$ cat config.mk
export PLATFORM = sky130hd
export DESIGN_NAME = sca_dev_flat
export DESIGN_NICKNAME = d
export VERILOG_FILES = /design/src/rtl/sca_pkg.sv /design/src/rtl/sca_link_if.sv /design/src/rtl/sca_dev.sv /design/src/flat_wrapper.sv
export VERILOG_INCLUDE_DIRS = /design/src /design/src/rtl
export SDC_FILE = /design/constraint.sdc
export NUM_CORES = 1
export LEC_CHECK = 0
export ABC_AREA = 1
export BUFFER_PORTS_ARGS = -buffer_cell sky130_fd_sc_hd__buf_2
export CORE_MARGIN = 5
export CORE_UTILIZATION = 56
export DETAILED_ROUTE_END_ITERATION = 8
export GPL_TIMING_DRIVEN = 0
export PLACE_DENSITY = 0.77
export SLEW_MARGIN = 10
export SYNTH_ARGS = -nofsm -noshare
export SYNTH_HDL_FRONTEND = slang
export SYNTH_SLANG_ARGS = --single-unit
export TNS_END_PERCENT = 30
$ cat constraint.sdc
create_clock -name clock -period 2 [get_ports clock]
set_input_delay 0.1 -clock clock [delete_from_list [all_inputs] [get_ports clock]]
set_output_delay 0.1 -clock clock [all_outputs]
set_load 0.005 [all_outputs]
$ cat src/rtl/sca_cfg.svh
`ifndef SCA_CFG_SVH
`define SCA_CFG_SVH

// Clock period of the shared clock in picoseconds (200 MHz).
`define SCA_CLK_PS 5000

// Timing figures in nanoseconds, as printed.
`define SCA_T_CONV_NS 3300
`define SCA_T_LEAD_NS 35
`define SCA_T_LEAD_MIN_NS 25
`define SCA_T_REARM_NS 250
`define SCA_T_SETUP_NS 100
`define SCA_T_RAISE_NS 200
`define SCA_T_SPACE_NS 4000

// Cycle counts derived from the figures; least times round up, longest round down.
`define SCA_CONV_CYC ((`SCA_T_CONV_NS * 1000) / `SCA_CLK_PS)
`define SCA_LEAD_CYC ((`SCA_T_LEAD_NS * 1000 + `SCA_CLK_PS - 1) / `SCA_CLK_PS)
`define SCA_REARM_CYC ((`SCA_T_REARM_NS * 1000) / `SCA_CLK_PS)
`define SCA_SETUP_CYC ((`SCA_T_SETUP_NS * 1000 + `SCA_CLK_PS - 1) / `SCA_CLK_PS)
`define SCA_RAISE_CYC ((`SCA_T_RAISE_NS * 1000) / `SCA_CLK_PS)
`define SCA_SPACE_CYC ((`SCA_T_SPACE_NS * 1000 + `SCA_CLK_PS - 1) / `SCA_CLK_PS)

// Two's complement code points.
`define SCA_CODE_POS_FULL 16'h7FFF
`define SCA_CODE_MID 16'h0000
`define SCA_CODE_NEG_FULL 16'h8000

`endif

$ cat src/rtl/sca_pkg.sv
package sca_pkg;
    // Result word width.
    localparam int unsigned RES_W = 16;
    typedef logic [RES_W-1:0] sca_word_t;
    // Device conversion states.
    typedef enum logic [1:0] {
        SCA_ACQ,
        SCA_CONV,
        SCA_LEAD
    } sca_dev_e;
    // Controller sequence states.
    typedef enum logic [2:0] {
        SCA_H_IDLE,
        SCA_H_SETUP,
        SCA_H_START,
        SCA_H_WAIT,
        SCA_H_READ,
        SCA_H_GAP
    } sca_host_e;
endpackage
$ cat src/rtl/sca_link_if.sv
interface sca_link_if;
    // Active-low device select and read/convert select from the controller.
    logic cs_n;
    logic rd_conv;
    // Active-low busy and the result bus with its enable from the device.
    logic busy_n;
    sca_pkg::sca_word_t result_bus;
    logic result_oe;

    modport dev (input cs_n, input rd_conv, output busy_n, output result_bus, output result_oe);
    modport host (output cs_n, output rd_conv, input busy_n, input result_bus, input result_oe);
endinterface

$ cat src/rtl/sca_dev.sv
`include "sca_cfg.svh"

// Contract
// - Convert request falling edge holds and starts.
// - At completion drive all sixteen result lines.
// - After completion return to sample mode.
// - Controller spaces starts 4 us apart.
// - Converting: bus off, busy low 3.3 us.
// - Data valid at least 25 ns before busy.
// - Idle: drive bus when read high, select low.
// - Select pair decides start and bus drive.
// - Controller avoids select-first then convert start.
// - Select raised early keeps bus off at end.
// - Read later with read high, select low.
// - Both low 250 ns after busy restarts.
// - Read/convert low 100 ns before select low.
// - Controller raises a select within 200 ns.
// - Controller holds selects static late in conversion.
// - Busy rising edge may latch the result.
// - Results coded in two's complement.
// - Bus off if deselected, convert, or converting.
// - Busy low from start until completion.
module sca_dev #(
    parameter int unsigned CONV_CYC = `SCA_CONV_CYC,
    parameter int unsigned LEAD_CYC = `SCA_LEAD_CYC
) (
    // Clock and reset.
    input wire logic clock,
    input wire logic rst_n,
    // Link to the controller.
    sca_link_if.dev link,
    // Sampled analog value as a signed code.
    input wire logic signed [sca_pkg::RES_W-1:0] sample_in,
    // Sample and hold mode, high while holding.
    output logic hold_ff,
    // Pulse when a conversion result is ready.
    output logic done_ff
);
    // Counter wide enough for the whole conversion time.
    localparam int unsigned CNT_W = $clog2(CONV_CYC + 1);
    // Restart window after busy rises, in clock cycles.
    localparam int unsigned REARM_CYC = `SCA_REARM_CYC;
    localparam int unsigned RW = $clog2(REARM_CYC + 1);

    // Refuse counts that the sequence cannot serve.
    initial begin
        if (LEAD_CYC < 1 || LEAD_CYC >= CONV_CYC) begin
            $error("sca_dev: lead must be at least one cycle and below the conversion time");
        end
        if (REARM_CYC < 1) begin
            $error("sca_dev: restart window must be at least one cycle");
        end
    end

    // Sequence state and conversion counter.
    sca_pkg::sca_dev_e state_ff;
    sca_pkg::sca_dev_e nxt_state;
    logic [CNT_W-1:0] cnt_ff;
    logic [CNT_W-1:0] nxt_cnt;
    // Link-side registers.
    logic req_ff;
    logic busy_n_ff;
    logic oe_ff;
    logic drive_ok_ff;
    // Captured sample and presented result.
    sca_pkg::sca_word_t result_ff;
    sca_pkg::sca_word_t held_ff;
    // Restart window counter.
    logic [RW-1:0] rearm_ff;
    logic [RW-1:0] nxt_rearm;

    // Conversion idle, that is, the sample and hold is acquiring.
    wire idle = (state_ff == sca_pkg::SCA_ACQ);
    // Restart window: a start level still present when it closes restarts the converter.
    wire rearm_hit = idle & (rearm_ff == RW'(1));
    // Start request: both selects low; its rising edge is the later of the two select falling edges.
    wire start_lvl = ~link.cs_n & ~link.rd_conv;
    wire start_edge = start_lvl & (~req_ff | rearm_hit);
    wire start_ok = start_edge & idle;
    wire read_sel = ~link.cs_n & link.rd_conv;
    wire deselect = link.cs_n;
    // The lead window opens with LEAD_CYC cycles of the conversion left.
    wire lead_start = (state_ff == sca_pkg::SCA_CONV) && (cnt_ff == CNT_W'(LEAD_CYC + 1));
    wire conv_end = (state_ff == sca_pkg::SCA_LEAD) && (cnt_ff == CNT_W'(1));

    // Next-state decodes, so that the bus enable switches together with the state.
    wire nxt_idle = (nxt_state == sca_pkg::SCA_ACQ);
    wire nxt_lead = (nxt_state == sca_pkg::SCA_LEAD);
    // Bus is allowed only when not converting or during the final lead window.
    wire bus_en = read_sel & (nxt_idle | nxt_lead);
    // In the lead window the bus is driven only if no deselect happened in the conversion.
    wire nxt_oe = nxt_idle ? read_sel : (bus_en & drive_ok_ff);

    // Restart counter: loaded as busy rises, counts down while idle, then rests at zero.
    assign nxt_rearm = conv_end ? RW'(REARM_CYC) :
        ((idle && (rearm_ff != '0)) ? (rearm_ff - RW'(1)) : rearm_ff);

    // State sequence and conversion counter.
    always_comb begin
        // Hold state and count unless a branch below moves them.
        nxt_state = state_ff;
        nxt_cnt = cnt_ff;
        case (state_ff)
            // Acquiring: a start moves to hold and loads the conversion time.
            sca_pkg::SCA_ACQ: begin
                if (start_ok) begin
                    nxt_state = sca_pkg::SCA_CONV;
                    nxt_cnt = CNT_W'(CONV_CYC);
                end
            end
            // Converting: count down to the lead window.
            sca_pkg::SCA_CONV: begin
                nxt_cnt = cnt_ff - CNT_W'(1);
                if (lead_start) begin
                    nxt_state = sca_pkg::SCA_LEAD;
                end
            end
            // Lead: data is out; busy rises when the count ends.
            sca_pkg::SCA_LEAD: begin
                nxt_cnt = cnt_ff - CNT_W'(1);
                if (conv_end) begin
                    nxt_state = sca_pkg::SCA_ACQ;
                    nxt_cnt = '0;
                end
            end
            // Unused codes fall back to acquiring.
            default: begin
                nxt_state = sca_pkg::SCA_ACQ;
                nxt_cnt = '0;
            end
        endcase
    end

    // State, counter and edge memory.
    always_ff @(posedge clock or negedge rst_n) begin
        if (!rst_n) begin
            state_ff <= sca_pkg::SCA_ACQ;
            cnt_ff <= '0;
            req_ff <= 1'b0;
        end else begin
            state_ff <= nxt_state;
            cnt_ff <= nxt_cnt;
            req_ff <= start_lvl;
        end
    end

    // Hold switch and captured sample.
    always_ff @(posedge clock or negedge rst_n) begin
        if (!rst_n) begin
            hold_ff <= 1'b0;
            held_ff <= 16'h0000;
        end else if (start_ok) begin
            hold_ff <= 1'b1;
            held_ff <= sample_in;
        end else if (conv_end) begin
            hold_ff <= 1'b0;
        end
    end

    // Busy and completion pulse.
    always_ff @(posedge clock or negedge rst_n) begin
        if (!rst_n) begin
            busy_n_ff <= 1'b1;
            done_ff <= 1'b0;
        end else begin
            busy_n_ff <= ~(nxt_state != sca_pkg::SCA_ACQ);
            done_ff <= conv_end;
        end
    end

    // Deselect tracking: raising select during a conversion suppresses drive at the end.
    always_ff @(posedge clock or negedge rst_n) begin
        if (!rst_n) begin
            drive_ok_ff <= 1'b1;
        end else if (start_ok) begin
            drive_ok_ff <= 1'b1;
        end else if (!idle && deselect) begin
            drive_ok_ff <= 1'b0;
        end
    end

    // Result word and bus enable.
    always_ff @(posedge clock or negedge rst_n) begin
        if (!rst_n) begin
            result_ff <= 16'h0000;
            oe_ff <= 1'b0;
        end else begin
            if (lead_start) begin
                result_ff <= held_ff;
            end
            oe_ff <= nxt_oe;
        end
    end

    // Restart window register.
    // A start inside the window leaves it untouched; the next completion reloads it.
    always_ff @(posedge clock or negedge rst_n) begin
        if (!rst_n) begin
            rearm_ff <= '0;
        end else begin
            rearm_ff <= nxt_rearm;
        end
    end

    // Outputs come straight from flip-flops.
    assign link.busy_n = busy_n_ff;
    assign link.result_bus = result_ff;
    assign link.result_oe = oe_ff;
endmodule

$ cat src/flat_wrapper.sv
// flat-port wrapper written by rule: the top's interface ports become plain ports
module sca_dev_flat 
#(
    parameter int unsigned CONV_CYC = `SCA_CONV_CYC,
    parameter int unsigned LEAD_CYC = `SCA_LEAD_CYC
)
  (clock, rst_n, sample_in, hold_ff, done_ff, link_cs_n, link_rd_conv, link_busy_n, link_result_bus, link_result_oe);
  sca_link_if link_i ();
  input wire logic clock;
  input wire logic rst_n;
  input wire logic signed [sca_pkg::RES_W-1:0] sample_in;
  output logic hold_ff;
  output logic done_ff;
  input wire logic [$bits(link_i.cs_n)-1:0] link_cs_n;
  input wire logic [$bits(link_i.rd_conv)-1:0] link_rd_conv;
  output wire logic [$bits(link_i.busy_n)-1:0] link_busy_n;
  output wire logic [$bits(link_i.result_bus)-1:0] link_result_bus;
  output wire logic [$bits(link_i.result_oe)-1:0] link_result_oe;
  assign link_i.cs_n = link_cs_n;
  assign link_i.rd_conv = link_rd_conv;
  assign link_busy_n = link_i.busy_n;
  assign link_result_bus = link_i.result_bus;
  assign link_result_oe = link_i.result_oe;
  sca_dev #(.CONV_CYC(CONV_CYC), .LEAD_CYC(LEAD_CYC)) u_core (.clock(clock), .rst_n(rst_n), .link(link_i), .sample_in(sample_in), .hold_ff(hold_ff), .done_ff(done_ff));
endmodule
Word-level counts from Yosys, hierarchy flattened
Cells that the tools add are included.
- bits in registers: 56
- bits of input ports: 20
- output and inout port bits: 20
- word-level logic and storage cells: 59
- multiplexer cells: 14
- add/sub/neg operators: 2
- reductions and logical operators: 12
- bitwise gates (word level): 13
- equal/unequal tests: 7
- operators by type and width (kind ; count):
    $pmux W10 S3 ; 1
    $mux W10 ; 2
    $mux W6 ; 2
    $eq A10 B1 Y1 const B ; 1
    $eq A10 B4 Y1 const B ; 1
    $sub A10 B1 Y10 const B ; 1
    $reduce_bool A2 Y1 ; 4
    $and A1 B1 Y1 ; 7
    $eq A6 B1 Y1 const B ; 1
    $mux W2 ; 3
    $pmux W2 S3 ; 1
    $reduce_bool A6 Y1 ; 1
    $sub A6 B1 Y6 const B ; 1
    $mux W1 ; 5
    $eq A2 B2 Y1 const B ; 2
    $logic_and A1 B1 Y1 ; 4
    $logic_not A2 Y1 ; 2
    $not A1 Y1 ; 4
    $eq A2 B1 Y1 const B ; 1
    $ne A2 B2 Y1 const B ; 1
    $or A1 B1 Y1 ; 2
    $logic_not A1 Y1 ; 1

Logic depth before layout (Yosys ltp)
- depth in word-level cells: 12
- mapped depth: 11
- depth with buffers taken out: 11

Least setup slack after synthesis
No wires, ideal clock.
- path type: flip-flop to flip-flop
- start: register u_core.cnt_ff[0]
- end: register u_core.result_ff[10] (netlist: u_core.link.result_bus[10])
- setup time: 126 ps
- period minus slack after synthesis: 1392 ps
- cell stages (with the launch flop): 9
- setup slack: 608 ps
- arrival: 1265 ps
- required time: 1874 ps
- cells stage by stage: dfrtp_1 -> inv_1 -> ha_1 -> nand2_1 -> nor2_1 -> nand3_4 -> buf_2 -> nand2_1 -> o21ai_0
- longest elaborated chain between the ends: 2
- ends and longest elaborated chain (item ; line ; text):
    start: declaration ; sca_dev.sv:58 ; logic [CNT_W-1:0] cnt_ff;
    start signal: assignment ; sca_dev.sv:142 ; cnt_ff <= nxt_cnt;
    $eq A10 B4 Y1 ; sca_dev.sv:83 ; wire lead_start = (state_ff == sca_pkg::SCA_CONV) && (cnt_ff == CNT_W'(LEAD_CYC + 1));
    $logic_and A1 B1 Y1 ; sca_dev.sv:83 ;
    end signal: assignment ; sca_dev.sv:189 ; result_ff <= held_ff;
    end: declaration ; sca_dev.sv:66 ; sca_pkg::sca_word_t result_ff;
No other way between the ends.
A chain may end at the register's enable or synchronous reset.

Worst setup path after layout
- start: register u_core.cnt_ff[1]
- end: register u_core.rearm_ff[5]
- longest elaborated chain between the ends: 3
- ends and longest elaborated chain (item ; line ; text):
    $eq A10 B1 Y1 * ; sca_dev.sv:84 ; wire conv_end = (state_ff == sca_pkg::SCA_LEAD) && (cnt_ff == CNT_W'(1));
    $logic_and A1 B1 Y1 * ; sca_dev.sv:84 ;
    $mux W6 or $reduce_bool A2 Y1 (tied branches) ; - ;
    end signal: assignment ; sca_dev.sv:201 ; rearm_ff <= nxt_rearm;
    end: declaration ; sca_dev.sv:69 ; logic [RW-1:0] rearm_ff;
Mark *: on every way between the ends. The rest lies on a longest branch, timed or not.

==> impl_metrics.py <==
metrics = {
    "final_layout": {
        "area_growth_pct": 20.2,
        "diodes": 0,
        "drive_above_1_share": 0.270,
        "layout.nets": 388,
        "fillers": 389,
    },
    "timing": {
        "finalCritPeriodShare": 0.833,
        "tightest_slew_ns": 0.691,
        "rsz0062_at_grt": "false",
        "setup_tns_ns": 0,
        "maxSlewHeadroom": 0.539,
        "finalMaxSlewViolations": 0,
        "max_freq_mhz": 600,
        "setup_viol_count_final": 0,
        "hold_viol": 0,
        "finalCriticalPeriod_ns": 1.67,
        "finClkSkew_ns": 0.0100,
        "setup_ws_ns": 0.334,
    },
    "placed_design": {
        "gp_congestion": 0.900,
        "pre_cts_slack_ns": 0.355,
        "dp_hpwl_um": 3730,
        "port_buffers": 39,
    },
    "power_and_ir_drop": {
        "seqPwrFrac": 0.586,
        "power.switching_w": 0.000393,
        "fin_total_pwr_w": 0.00193,
        "swShare": 0.203,
        "p_leak_nw": 1.70,
        "irDropWorstVdd_uv": 449,
        "power_density_nw_per_um2": 592,
        "p_int_w": 0.00154,
        "clkPwrFrac": 0.377,
        "pwr-share-comb": 0.037,
    },
    "cts": {
        "cts_made_buffers": 5,
        "clkTransAtPathRegs_ns": 0.09,
        "hold_buffers": 15,
        "clockRootBuffer": "clkbuf_8",
        "cts_buffer_depth": 2,
        "cts_resized": 0,
        "cts_tree": "yes",
        "h-tree-depth": 2,
        "clock-sinks": 56,
        "cts_setup_buffers": 0,
        "insertion_delay_ns": 0.31,
    },
    "detailed_routing": {
        "vias": 2100,
        "viasPerCell": 4.88,
        "firstDrtPassIters": 4,
        "finalWirelength_um": 5340,
        "antenna_left": 0,
        "routedWlPerCell_um": 12.4,
        "drtIter0Drc": 76,
        "drt_drc_violations_left": 0,
    },
    "global_route": {
        "grt_pass1_wl_um": 9800,
        "grt_max_degree": 57,
        "grt-ovfl-total": 0,
        "grt_pass1_vias": 2171,
        "grtUsageTotal": 0.199,
        "antenna_found_initial": 0,
    },
    "critical_path": {
        "cp.arrival_ns": 1.90,
        "critPathCaptureType": "register",
        "critPathKind": "reg -> reg",
        "cp_max_fo": 5,
        "critical_path.startpoint_type": "register",
        "critPathRequiredTime_ns": 2.23,
    },
    "synthesis": {
        "syn-num-nets": 326,
        "postSynthAreaPerCell_um2": 9.05,
        "synthArstFlopShare": 1.00,
        "synth_area_leaders": "dfrtp_1 (50%), nand2_1 (10%), inv_1 (5.0%)",
        "synth_most_common_cell": "nand2_1",
        "synthesis.area_um2": 2720,
        "yosys.area.top_type": "dfrtp_1",
        "synthTopCellsByCount": "nand2_1 (73), dfrtp_1 (54), inv_1 (36)",
        "yosysSeqAreaShare": 0.517,
        "yosysTopAreaCellShare": 0.498,
        "synth_edf_count": 0,
        "yosysWarnings": 0,
        "ys.flop_type": "dfrtp_1",
        "synth-seq-cells": 56,
        "syn_inst": 300,
        "synth_cell_types": 30,
    },
    "flow_run": {
        "max_cap_violations": 0,
    },
    "floorplanning": {
        "io_pins": 40,
        "initial_core_util": 0.575,
        "die_x_um": 79.6,
        "rows": 25,
        "die-area_um2": 6340,
        "die_h_um": 79.6,
        "core-area_um2": 4720,
    },
    "hold_path": {
        "hp-class": "in -> reg",
    },
    "run_status": {
        "run_status": "completed",
    },
}
[worst max-delay path: stages, from the launching register on]
cell and delay, ns:
dfrtp_1 0.40, inv_1 0.10, ha_1 0.15, inv_1 0.04
nor2_1 0.23, nand4_1 0.26, nor2_1 0.25, o21ai_0 0.10
o21ai_1 0.08
[stage by stage]
stage / hold WS (ns) / std cells / cell area (µm²) / utilization
5_1_grt: 0.00805 / 430 / 3260 / 0.691
3_3_place_gp: 0.303 / 406 / 2990 / 0.634
4_1_cts: 0.000735 / 429 / 3250 / 0.688
3_5_place_dp: 0.308 / 406 / 2990 / 0.634
2_1_floorplan: -0.196 / 300 / 2720 / -
6_report: 0.00806 / 430 / 3260 / 0.691
[flip-flops by register name (all words and copies together), names as in the netlist, 2 cells and up]
signal	count
u_core.held_ff	16
u_core.link.result_bus	16
u_core.cnt_ff	10
u_core.rearm_ff	6
u_core.state_ff	2
[per-layer routing]
layer | track usage | vias to the layer above | part of all wire
met1 | 0.249 | 989 | 0.43
met3 | 0.0440 | 4 | 0.042
met5 | 0 | - | 0
met4 | 0.0670 | 0 | 0.0086
li1 | - | 1065 | -
met2 | 0.341 | 42 | 0.52
[path summary, 6_finish.rpt]
kind	from	end	slack, ns	cells after the start
setup / recovery	u_core.cnt_ff[1]$_DFFE_PN0P_	u_core.rearm_ff[5]$_DFFE_PN0P_	0.33	8
hold / removal	sample_in[13]	u_core.held_ff[13]$_DFFE_PN0P_	0.008	3
setup reg to reg	u_core.cnt_ff[1]$_DFFE_PN0P_	u_core.rearm_ff[5]$_DFFE_PN0P_	0.33	8
hold reg to reg	u_core.link.result_bus[5]$_DFFE_PN0P_	u_core.link.result_bus[5]$_DFFE_PN0P_	0.49	2
max in group asynchronous	rst_n	u_core.link.result_bus[15]$_DFFE_PN0P_	1.17	2
min in group asynchronous	rst_n	u_core.cnt_ff[6]$_DFFE_PN0P_	0.37	2
[power groups by stage]
stage	Combinational, W	Sequential, W	Clock, W
global placement	0.0000479	0.00116	0
detailed placement	0.0000474	0.00116	0
floorplan	0.00000378	0.00116	0
CTS	0.0000698	0.00113	0.000748
global route	0.0000815	0.00113	0.000807
finish	0.0000713	0.00113	0.000729
[cell usage in the layout, fill, tap and decap left out, drive strengths merged]
cell	netlist	layout
o31ai	2	2
nor2	24	24
o22a	1	1
o21ai	38	38
nand3	17	17
xnor2	2	2
dfstp	2	2
clkinv	1	2
ha	6	6
nor3	2	2
a21oi	3	3
bufinv	0	1
clkbuf	1	7
nand2	89	89
nand4	3	3
or2	1	1
buf	5	44
dlygate4sd3	0	16
inv	40	40
xor2	7	7
o211ai	2	2
dfrtp	54	54
[cell families (layout without fill, tap and decap cells)]
family	after synthesis	in the layout	share of synthesized area
AND/OR/NAND/NOR	136	136	0.233
flip-flops	56	56	0.517
buffers and inverters	47	110	0.0829
AO/OA/AOI/OAI	46	46	0.111
XOR/XNOR	9	9	0.0290
adder cells (fa/ha/maj)	6	6	0.0276
[final cells by class]
cell class / instances / area, µm² / area share
buffer: 6 / 66.3 / 0.0203
clock buffer: 6 / 72.6 / 0.0222
clock inverter: 2 / 35.0 / 0.0107
inverter: 41 / 159 / 0.0487
multi-input combinational: 197 / 1090 / 0.333
sequential: 56 / 1400 / 0.430
tap: 67 / 83.8 / 0.0257
timing repair buffer: 55 / 358 / 0.110
Power figures use the tool's default switching activity.
